### src/core/asc_pkg.sv
package asc_pkg;
	// ----------------------------------------
	// Register offsets
	// ----------------------------------------
	localparam logic [2:0] ASC_OFS_MODE = 3'h0;
	localparam logic [2:0] ASC_OFS_CTRL = 3'h1;
	localparam logic [2:0] ASC_OFS_BAUD = 3'h2;
	localparam logic [2:0] ASC_OFS_TXDATA = 3'h3;
	localparam logic [2:0] ASC_OFS_STATUS = 3'h4;
	localparam logic [2:0] ASC_OFS_RXDATA = 3'h5;
	// ----------------------------------------
	// Mode register fields
	// ----------------------------------------
	localparam int ASC_MODE_SYNC = 7;
	localparam int ASC_MODE_CHAR7 = 6;
	localparam int ASC_MODE_PAR_EN = 5;
	localparam int ASC_MODE_PAR_ODD = 4;
	localparam int ASC_MODE_STOP2 = 3;
	localparam int ASC_MODE_MP = 2;
	// ----------------------------------------
	// Control register fields
	// ----------------------------------------
	localparam int ASC_CTRL_TIE = 7;
	localparam int ASC_CTRL_RIE = 6;
	localparam int ASC_CTRL_TE = 5;
	localparam int ASC_CTRL_RE = 4;
	localparam int ASC_CTRL_TX_DONE_IRQ_ENABLE = 2;
	localparam int ASC_CTRL_CKS_HI = 1;
	localparam int ASC_CTRL_CKS_LO = 0;
	localparam logic [1:0] ASC_CKS_INT = 2'h0;
	localparam logic [1:0] ASC_CKS_INT_OUT = 2'h1;
	localparam logic [1:0] ASC_CKS_EXT = 2'h2;
	// ----------------------------------------
	// Status register fields
	// ----------------------------------------
	localparam int ASC_ST_TX_EMPTY_FLAG = 7;
	localparam int ASC_ST_RX_FULL_FLAG = 6;
	localparam int ASC_ST_OER = 5;
	localparam int ASC_ST_FER = 4;
	localparam int ASC_ST_PER = 3;
	localparam int ASC_ST_TX_DONE_FLAG = 2;
	localparam int ASC_ST_MPBR = 1;
	localparam int ASC_ST_MPBT = 0;
	// ----------------------------------------
	// Reset values and counts
	// ----------------------------------------
	localparam logic [7:0] ASC_RST_MODE = 8'h00;
	localparam logic [7:0] ASC_RST_CTRL = 8'h00;
	localparam logic [7:0] ASC_RST_BAUD = 8'h1a;
	localparam logic [3:0] ASC_TICK_CENTER = 4'h7;
	localparam logic [3:0] ASC_TICK_LAST = 4'hf;
	localparam logic [2:0] ASC_LAST_BIT8 = 3'h7;
	localparam logic [2:0] ASC_LAST_BIT7 = 3'h6;
	// ----------------------------------------
	// State encodings
	// ----------------------------------------
	typedef enum logic [2:0] {
		ASC_TX_IDLE = 3'h0,
		ASC_TX_START = 3'h1,
		ASC_TX_DATA = 3'h3,
		ASC_TX_EXTRA = 3'h2,
		ASC_TX_STOP = 3'h6,
		ASC_TX_STOP2 = 3'h7
	} asc_tx_e;
	typedef enum logic [2:0] {
		ASC_RX_IDLE = 3'h0,
		ASC_RX_START = 3'h1,
		ASC_RX_DATA = 3'h3,
		ASC_RX_EXTRA = 3'h2,
		ASC_RX_STOP = 3'h6
	} asc_rx_e;
endpackage
### src/core/asc_core.sv
`timescale 1ns/1ns
`default_nettype none
module asc_core
(
	// Clock and reset
	input wire logic ref_clk,
	input wire logic rst,
	input wire logic ce,
	// Register port
	input wire logic [2:0] addr,
	input wire logic [7:0] wr_data,
	input wire logic wr_en,
	input wire logic rd_en,
	output logic [7:0] rd_data,
	// Serial line
	output logic txd,
	input wire logic rxd,
	// Serial clock pin
	input wire logic serial_clk_pin_i,
	output logic serial_clk_pin_o,
	output logic serial_clk_pin_oe,
	// Interrupt requests
	output logic rx_irq,
	output logic tx_irq,
	output logic tx_end_irq,
	output logic rx_err_irq
);
	import asc_pkg::*;

	// ----------------------------------------
	// State
	// ----------------------------------------
	typedef struct packed {
		logic [7:0] mode_reg;
		logic [7:0] control_reg;
		logic [7:0] baud;
		logic [7:0] tx_holding_reg;
		logic [7:0] rx_holding_reg;
		logic tx_empty_flag;
		logic rx_full_flag;
		logic overrun_flag;
		logic framing_flag;
		logic parity_flag;
		logic tx_done_flag;
		logic mpb_rx;
		logic mpb_tx;
		logic [7:0] div;
		logic sclk_prev;
		asc_tx_e tx_st;
		logic [3:0] tx_ph;
		logic [2:0] tx_bit;
		logic [7:0] tx_shifter;
		logic tx_extra;
		logic txd;
		asc_rx_e rx_st;
		logic [3:0] rx_ph;
		logic [2:0] rx_bit;
		logic [7:0] rx_shifter;
		logic rx_extra;
		logic [7:0] rd_data;
		logic rx_irq;
		logic tx_irq;
		logic tx_end_irq;
		logic rx_err_irq;
		logic clk_oe;
	} asc_state_s;

	asc_state_s q;
	asc_state_s d;

	// ----------------------------------------
	// Helpers
	// ----------------------------------------
	function automatic logic data_parity(input logic [7:0] v, input logic seven);
		data_parity = ^(seven ? {1'b0, v[6:0]} : v);
	endfunction

	function automatic asc_state_s tx_load(input asc_state_s s);
		asc_state_s r;
		r = s;
		r.tx_shifter = s.tx_holding_reg;
		r.tx_extra = s.mode_reg[ASC_MODE_MP] ? s.mpb_tx :
			(data_parity(s.tx_holding_reg, s.mode_reg[ASC_MODE_CHAR7]) ^
			s.mode_reg[ASC_MODE_PAR_ODD]);
		r.tx_empty_flag = 1'b1;
		r.tx_done_flag = 1'b0;
		r.tx_st = ASC_TX_START;
		r.tx_ph = 4'h0;
		r.tx_bit = 3'h0;
		r.txd = 1'b0;
		tx_load = r;
	endfunction

	// ----------------------------------------
	// Next state
	// ----------------------------------------
	always_comb
	begin
		logic tick;
		logic [1:0] cks;
		logic extra_on;
		logic [2:0] last_bit;
		logic [7:0] rx_word;
		logic perr;
		logic any_err;
		tick = 1'b0;
		cks = 2'h0;
		extra_on = 1'b0;
		last_bit = 3'h0;
		rx_word = 8'h00;
		perr = 1'b0;
		any_err = 1'b0;
		d = q;

		// Register writes
		if (wr_en)
		begin
			case (addr)
				ASC_OFS_MODE: d.mode_reg = wr_data;
				ASC_OFS_CTRL: d.control_reg = wr_data;
				ASC_OFS_BAUD: d.baud = wr_data;
				ASC_OFS_TXDATA: d.tx_holding_reg = wr_data;
				ASC_OFS_STATUS:
				begin
					d.tx_empty_flag = q.tx_empty_flag & wr_data[ASC_ST_TX_EMPTY_FLAG];
					d.rx_full_flag = q.rx_full_flag & wr_data[ASC_ST_RX_FULL_FLAG];
					d.overrun_flag = q.overrun_flag & wr_data[ASC_ST_OER];
					d.framing_flag = q.framing_flag & wr_data[ASC_ST_FER];
					d.parity_flag = q.parity_flag & wr_data[ASC_ST_PER];
					d.tx_done_flag = q.tx_done_flag & wr_data[ASC_ST_TX_DONE_FLAG];
					d.mpb_tx = wr_data[ASC_ST_MPBT];
				end
				default: d.mode_reg = d.mode_reg;
			endcase
		end

		// Register reads, data one cycle later
		d.rd_data = 8'h00;
		if (rd_en)
		begin
			case (addr)
				ASC_OFS_MODE: d.rd_data = q.mode_reg;
				ASC_OFS_CTRL: d.rd_data = q.control_reg;
				ASC_OFS_BAUD: d.rd_data = q.baud;
				ASC_OFS_TXDATA: d.rd_data = q.tx_holding_reg;
				ASC_OFS_STATUS: d.rd_data = {q.tx_empty_flag, q.rx_full_flag, q.overrun_flag,
					q.framing_flag, q.parity_flag, q.tx_done_flag, q.mpb_rx, q.mpb_tx};
				ASC_OFS_RXDATA: d.rd_data = q.rx_holding_reg;
				default: d.rd_data = 8'h00;
			endcase
		end

		// Oversampling tick from the selected source
		cks = {q.control_reg[ASC_CTRL_CKS_HI], q.control_reg[ASC_CTRL_CKS_LO]};
		d.sclk_prev = serial_clk_pin_i;
		if (q.div == 8'h00)
			d.div = q.baud;
		else
			d.div = q.div - 8'h01;
		if (!q.mode_reg[ASC_MODE_SYNC])
		begin
			case (cks)
				ASC_CKS_INT: tick = (q.div == 8'h00);
				ASC_CKS_INT_OUT: tick = (q.div == 8'h00);
				ASC_CKS_EXT: tick = serial_clk_pin_i & ~q.sclk_prev;
				default: tick = 1'b0;
			endcase
		end

		extra_on = q.mode_reg[ASC_MODE_MP] | q.mode_reg[ASC_MODE_PAR_EN];
		last_bit = q.mode_reg[ASC_MODE_CHAR7] ? ASC_LAST_BIT7 : ASC_LAST_BIT8;

		// Transmitter
		if (tick)
			d.tx_ph = q.tx_ph + 4'h1;
		if (!q.control_reg[ASC_CTRL_TE])
		begin
			d.tx_st = ASC_TX_IDLE;
			d.txd = 1'b1;
		end
		else
		begin
			case (q.tx_st)
				ASC_TX_IDLE:
				begin
					d.txd = 1'b1;
					if (!q.tx_empty_flag)
						d = tx_load(d);
				end
				ASC_TX_START:
					if (tick && q.tx_ph == ASC_TICK_LAST)
					begin
						d.tx_st = ASC_TX_DATA;
						d.txd = q.tx_shifter[0];
					end
				ASC_TX_DATA:
					if (tick && q.tx_ph == ASC_TICK_LAST)
					begin
						d.tx_shifter = {1'b0, q.tx_shifter[7:1]};
						d.tx_bit = q.tx_bit + 3'h1;
						d.txd = q.tx_shifter[1];
						if (q.tx_bit == last_bit)
						begin
							d.tx_st = extra_on ? ASC_TX_EXTRA : ASC_TX_STOP;
							d.txd = extra_on ? q.tx_extra : 1'b1;
						end
					end
				ASC_TX_EXTRA:
					if (tick && q.tx_ph == ASC_TICK_LAST)
					begin
						d.tx_st = ASC_TX_STOP;
						d.txd = 1'b1;
					end
				ASC_TX_STOP, ASC_TX_STOP2:
					if (tick && q.tx_ph == ASC_TICK_LAST)
					begin
						if (q.tx_st == ASC_TX_STOP && q.mode_reg[ASC_MODE_STOP2])
							d.tx_st = ASC_TX_STOP2;
						else if (!q.tx_empty_flag)
							d = tx_load(d);
						else
						begin
							d.tx_done_flag = 1'b1;
							d.tx_st = ASC_TX_IDLE;
							d.txd = 1'b1;
						end
					end
				default:
				begin
					d.tx_st = ASC_TX_IDLE;
					d.txd = 1'b1;
				end
			endcase
		end
		if (!d.control_reg[ASC_CTRL_TE])
			d.tx_empty_flag = 1'b1;

		// Receiver
		any_err = q.overrun_flag | q.framing_flag | q.parity_flag;
		if (tick)
			d.rx_ph = q.rx_ph + 4'h1;
		if (!q.control_reg[ASC_CTRL_RE])
			d.rx_st = ASC_RX_IDLE;
		else
		begin
			case (q.rx_st)
				ASC_RX_IDLE:
					if (!any_err && !rxd)
					begin
						d.rx_st = ASC_RX_START;
						d.rx_ph = 4'h0;
					end
				ASC_RX_START:
					if (tick && q.rx_ph == ASC_TICK_CENTER)
					begin
						d.rx_st = rxd ? ASC_RX_IDLE : ASC_RX_DATA;
						d.rx_ph = 4'h0;
						d.rx_bit = 3'h0;
					end
				ASC_RX_DATA:
					if (tick && q.rx_ph == ASC_TICK_LAST)
					begin
						d.rx_shifter = {rxd, q.rx_shifter[7:1]};
						d.rx_bit = q.rx_bit + 3'h1;
						if (q.rx_bit == last_bit)
							d.rx_st = extra_on ? ASC_RX_EXTRA : ASC_RX_STOP;
					end
				ASC_RX_EXTRA:
					if (tick && q.rx_ph == ASC_TICK_LAST)
					begin
						d.rx_extra = rxd;
						d.rx_st = ASC_RX_STOP;
					end
				ASC_RX_STOP:
					if (tick && q.rx_ph == ASC_TICK_LAST)
					begin
						d.rx_st = ASC_RX_IDLE;
						rx_word = q.mode_reg[ASC_MODE_CHAR7] ? {1'b0, q.rx_shifter[7:1]} :
							q.rx_shifter;
						perr = q.mode_reg[ASC_MODE_PAR_EN] & ~q.mode_reg[ASC_MODE_MP] &
							(data_parity(rx_word, 1'b0) ^ q.rx_extra ^
							q.mode_reg[ASC_MODE_PAR_ODD]);
						if (q.rx_full_flag)
							d.overrun_flag = 1'b1;
						else
						begin
							d.rx_holding_reg = rx_word;
							if (q.mode_reg[ASC_MODE_MP])
								d.mpb_rx = q.rx_extra;
							if (perr)
								d.parity_flag = 1'b1;
							if (!rxd)
								d.framing_flag = 1'b1;
							if (!perr && rxd)
								d.rx_full_flag = 1'b1;
						end
					end
				default: d.rx_st = ASC_RX_IDLE;
			endcase
		end

		// Interrupt levels
		d.rx_irq = d.rx_full_flag & d.control_reg[ASC_CTRL_RIE];
		d.rx_err_irq = (d.overrun_flag | d.framing_flag | d.parity_flag) &
			d.control_reg[ASC_CTRL_RIE];
		d.tx_irq = d.tx_empty_flag & d.control_reg[ASC_CTRL_TIE];
		d.tx_end_irq = d.tx_done_flag & d.control_reg[ASC_CTRL_TX_DONE_IRQ_ENABLE];
		d.clk_oe = ~d.mode_reg[ASC_MODE_SYNC] & ({d.control_reg[ASC_CTRL_CKS_HI],
			d.control_reg[ASC_CTRL_CKS_LO]} == ASC_CKS_INT_OUT);
	end

	// ----------------------------------------
	// Registers
	// ----------------------------------------
	always_ff @(posedge ref_clk or posedge rst)
	begin
		if (rst)
		begin
			q <= '0;
			q.mode_reg <= ASC_RST_MODE;
			q.control_reg <= ASC_RST_CTRL;
			q.baud <= ASC_RST_BAUD;
			q.tx_empty_flag <= 1'b1;
			q.sclk_prev <= 1'b1;
			q.tx_st <= ASC_TX_IDLE;
			q.rx_st <= ASC_RX_IDLE;
			q.txd <= 1'b1;
		end
		else if (ce)
			q <= d;
	end

	// ----------------------------------------
	// Outputs
	// ----------------------------------------
	assign rd_data = q.rd_data;
	assign txd = q.txd;
	assign serial_clk_pin_o = q.tx_ph[3];
	assign serial_clk_pin_oe = q.clk_oe;
	assign rx_irq = q.rx_irq;
	assign tx_irq = q.tx_irq;
	assign tx_end_irq = q.tx_end_irq;
	assign rx_err_irq = q.rx_err_irq;

	// ----------------------------------------
	// Checks
	// ----------------------------------------
	logic tick_w;
	assign tick_w = ~q.mode_reg[ASC_MODE_SYNC] & (((q.control_reg[1:0] == ASC_CKS_INT) |
		(q.control_reg[1:0] == ASC_CKS_INT_OUT)) ? (q.div == 8'h00) :
		(q.control_reg[1:0] == ASC_CKS_EXT) ? (serial_clk_pin_i & ~q.sclk_prev) : 1'b0);

	AST_TX_IDLE_HIGH: assert property (@(posedge ref_clk) disable iff (rst)
		(q.tx_st == ASC_TX_IDLE) |-> q.txd)
		else $error("tx line not high while idle");
	AST_TX_START_LOW: assert property (@(posedge ref_clk) disable iff (rst)
		(q.tx_st == ASC_TX_START) |-> !q.txd)
		else $error("start bit not low");
	AST_TE_FORCES_EMPTY: assert property (@(posedge ref_clk) disable iff (rst)
		!q.control_reg[ASC_CTRL_TE] |-> q.tx_empty_flag)
		else $error("empty flag low while transmit disabled");
	AST_LOAD_SETS_EMPTY: assert property (@(posedge ref_clk) disable iff (rst)
		(q.tx_st == ASC_TX_IDLE) ##1 (q.tx_st == ASC_TX_START) |-> q.tx_empty_flag)
		else $error("load did not set empty flag");
	AST_START_REJECT: assert property (@(posedge ref_clk) disable iff (rst)
		ce && q.rx_st == ASC_RX_START && tick_w && q.rx_ph == ASC_TICK_CENTER && rxd
		&& q.control_reg[ASC_CTRL_RE] |=> q.rx_st == ASC_RX_IDLE)
		else $error("false start not rejected at centre");
	AST_OVERRUN_KEEPS: assert property (@(posedge ref_clk) disable iff (rst)
		$rose(q.overrun_flag) |-> $stable(q.rx_holding_reg) && q.rx_full_flag)
		else $error("overrun moved data");
	AST_ERR_HALTS: assert property (@(posedge ref_clk) disable iff (rst)
		(q.overrun_flag || q.framing_flag || q.parity_flag) && q.rx_st == ASC_RX_IDLE
		|=> q.rx_st == ASC_RX_IDLE)
		else $error("reception resumed with error set");
	AST_DONE_CAUSE: assert property (@(posedge ref_clk) disable iff (rst)
		$rose(q.tx_done_flag) |-> $past(q.tx_empty_flag) && q.tx_st == ASC_TX_IDLE
		&& ($past(q.tx_st) == ASC_TX_STOP || $past(q.tx_st) == ASC_TX_STOP2))
		else $error("done flag set outside stop end");
	AST_IRQ_LEVEL: assert property (@(posedge ref_clk) disable iff (rst)
		rx_irq == (q.rx_full_flag & q.control_reg[ASC_CTRL_RIE])
		&& tx_end_irq == (q.tx_done_flag & q.control_reg[ASC_CTRL_TX_DONE_IRQ_ENABLE]))
		else $error("irq level mismatch");
endmodule
`default_nettype wire

### config.mk
export PLATFORM = sky130hd
export DESIGN_NAME = asc_core
export DESIGN_NICKNAME = d
export VERILOG_FILES = /design/src/core/asc_pkg.sv /design/src/core/asc_core.sv
export SDC_FILE = /design/constraint.sdc
export NUM_CORES = 1
export LEC_CHECK = 0
export BUFFER_PORTS_ARGS = -buffer_cell sky130_fd_sc_hd__buf_2
export CORE_UTILIZATION = 40
export DETAILED_ROUTE_END_ITERATION = 8
export HOLD_SLACK_MARGIN = 0.05
export PLACE_DENSITY = 0.61
export REMOVE_ABC_BUFFERS = 1
export SKIP_CTS_REPAIR_TIMING = 1
export SKIP_LAST_GASP = 1
export SLEW_MARGIN = 40
export SYNTH_ARGS = -nofsm -noshare
export SYNTH_HDL_FRONTEND = slang
export SYNTH_SLANG_ARGS = --single-unit
### constraint.sdc
create_clock -name ref_clk -period 6.4 [get_ports ref_clk]
set_clock_uncertainty 0.1 [all_clocks]
set_input_delay 0.96 -clock ref_clk [delete_from_list [all_inputs] [get_ports ref_clk]]
set_output_delay 0.96 -clock ref_clk [all_outputs]
set_load 0.02 [all_outputs]
==> results by group <==
Worst setup path
  • Crit-path max FO: 25
  • Setup crit start kind: input pin
  • Crit-path cells: buf_2 -> nand4b_1 -> mux2i_1 -> or4b_1 -> and3_1 -> and4bb_1 -> nand3b_1
  • R2R Path Start: q[53]$_DFFE_PP0P_
  • Critical path's slowest cell: nand4b_1
  • Crit path DAT: 3.28 ns
  • Start point of the critical path: addr[2]
  • Crit path required time: 6.60 ns
  • CP max stage delay: 0.67 ns
  • Worst setup EP type: register
  • WS Path Type: input pin to register

Timing
  • Setup_tns: 0 ns
  • Rel. slew slack: 45.7%
  • RSZ-0062 raised after global routing: no
  • Worst hold slack: 0.386 ns
  • Setup WS post-layout: 3.31 ns
  • Period utilization: 48.3%
  • Worst-Margin Slew: 0.813 ns
  • Period minus WS final: 3.09 ns
  • Fmax: 324 MHz
  • Setup violations, final: 0
  • Hold Fails Final Rpt: 0
  • Slew Viols, Final: 0

Floorplanning
  • Starting density of the core: 41.1%
  • IO Count: 33
  • Die area: 16,200 um2
  • Core Box Area: 15,300 um2
  • Die Ht: 127 um
  • Num rows: 45
  • Die X: 127 um

Global route
  • Largest net degree at the start of global routing: 61
  • Grt ovf: 0
  • Number of global-route vias before repair: 4,600
  • First-pass GRT wire length: 24.8 mm
  • Gr usage total: 19.9%
  • Initial antenna violation count: 0

Yosys
  • Synth Area per Inst: 10.1 um2
  • Synth Register Bits: 109
  • Post-synth design cell area: 6280 um2
  • Synth top area share: 41.1%
  • Ys flop type: dfrtp_1
  • Syn. warnings: 0
  • Dominant cells by area after synthesis: dfrtp_1, mux2_2, mux2i_1, o21ai_0, nand2_1
  • Post-synth EDFFs: 0
  • Largest area contributor in the netlist: dfrtp_1
  • Async set-reset flop share out of synthesis: 100%
  • Number of library cell types mapped by synthesis: 68
  • Post-synthesis sequential area ratio: 43.6%
  • Post-Syn Instances: 620

Clocking
  • CTS max path bufs: 2
  • CTS tree: yes
  • Clk slew on worst S/H paths: 0.07 ns
  • Clk_lat worst skew: 0.36 ns
  • Num Clock Sinks: 109
  • Root Buffer: clkbuf_16
  • Number of H-tree levels: 3
  • CTS Buf Count: 9

Layout
  • Share of cells above drive strength 1: 19.2%
  • Fillers: 1,472
  • Post-route insts no fill: 835
  • Leading cell types in the layout, fill and taps excluded: dfrtp_1, o21ai_0, nand2_1
  • Area grow syn2layout: 7.55%
  • Most common cell after layout, fill and taps aside: dfrtp_1
  • Nets: 642
  • Antenna diodes: 0

Job
  • Max-Cap Viols: 0

Min path
  • Hold Path Class: register to register
  • Hold Crit Start: q[41]$_DFFE_PP0P_

Routing
  • WL final: 15.0 mm
  • Vias: 4,710
  • Detailed router's first-iteration violation count: 394
  • DR WL/cell: 17.9 um
  • Vias per inst: 5.64
  • # DRC: 0
  • Post-route ant nets: 0
  • DR pass1 iterations: 6

Place
  • Port bufs: 32
  • Pre-CTS setup slack: 2.93 ns
  • Inst Count DP: 819
  • Hpwl dp: 10.6 mm
  • GP Congestion: 0.836

Power
  • Static Leak: 0.00297 uW
  • Power Density: 300 nW/um2
  • Tot Pwr: 2020 uW
  • VDD IR max: 0.000153 V

Run status
  • Status: finished clean
-- cell usage after synthesis, types with 7 or more instances --
| cell type | number |
|---|---|
| nor2_1 | 38 |
| dfrtp_1 | 103 |
| mux2_2 | 48 |
| buf_2 | 8 |
| inv_1 | 14 |
| a2bb2oi_1 | 7 |
| nand2b_1 | 9 |
| a31oi_1 | 7 |
| o21ai_0 | 63 |
| nand4_1 | 8 |
| mux2i_1 | 41 |
| nand2_1 | 59 |
| a21oi_1 | 21 |
| xnor2_1 | 13 |
| nand3_1 | 10 |
| xor2_1 | 10 |
| buf_4 | 12 |
| o2bb2ai_1 | 13 |
| clkbuf_1 | 22 |
| o31ai_1 | 8 |
| o211ai_1 | 11 |
-- logic make-up after synthesis --
| family | synth area share, % |
|---|---|
| XOR/XNOR | 4.28 |
| AND/OR/NAND/NOR | 15.0 |
| buffers and inverters | 4.78 |
| adder cells (fa/ha/maj) | 0.996 |
| AO/OA/AOI/OAI | 16.0 |
| multiplexers | 15.4 |
| flip-flops | 43.6 |
-- worst paths after layout --
path                       depth (start not counted)                 to  slack, ns
max                                                7  q[33]$_DFFE_PP0P_       3.31
min                                                2  q[41]$_DFFE_PP0P_       0.39
max reg2reg                                        9  q[44]$_DFFE_PP0P_       3.42
min reg2reg                                        2  q[41]$_DFFE_PP0P_       0.39
max in group asynchronous                          3  q[88]$_DFFE_PP1P_       4.62
min in group asynchronous                          2  q[44]$_DFFE_PP0P_       0.59
-- critical path: cells and delay by family --
family | cells | cell delay, ns
buffers and inverters | 1 | 0.30
AND/OR/NAND/NOR | 5 | 1.71
multiplexers | 1 | 0.30
-- state kept, by name, summed over array words and instances (netlist names) --
register	flops
tx_irq	1
q	94
tx_end_irq	1
serial_clk_pin_o	1
rx_irq	1
txd	1
rx_err_irq	1
serial_clk_pin_oe	1
rd_data	8
-- per-layer routing --
metal	share of wire [%]	routed length [um]	GRT usage, %	vias up
met4	1.6	238	6.30	0
li1	-	-	-	2251
met2	48	7150	32.0	94
met1	47	6960	27.1	2346
met3	4.1	611	3.89	19
met5	0	0	0	-
-- layout make-up --
type                       count  area (um2)  share of cell area (%)
multi-input combinational    448        3240                    48.0
sequential                   109        2740                    40.5
tap                          211         264                    3.91
clock buffer                  11         233                    3.45
timing repair buffer          35         186                    2.76
inverter                      16        62.6                   0.926
clock inverter                 5        28.8                   0.426
-- report_power, final --
part / internal, uW / switching, uW
Clock: 263 / 251
Sequential: 816 / 158
Combinational: 260 / 275
-- stage by stage --
step                area (um2)  util [%]
floorplan                 6040         -
global placement          6490      42.5
detailed placement        6490      42.5
CTS                       6750      44.2
global route              6750      44.3
finish                    6750      44.3
No activity file was read; power rests on OpenSTA's default activity.
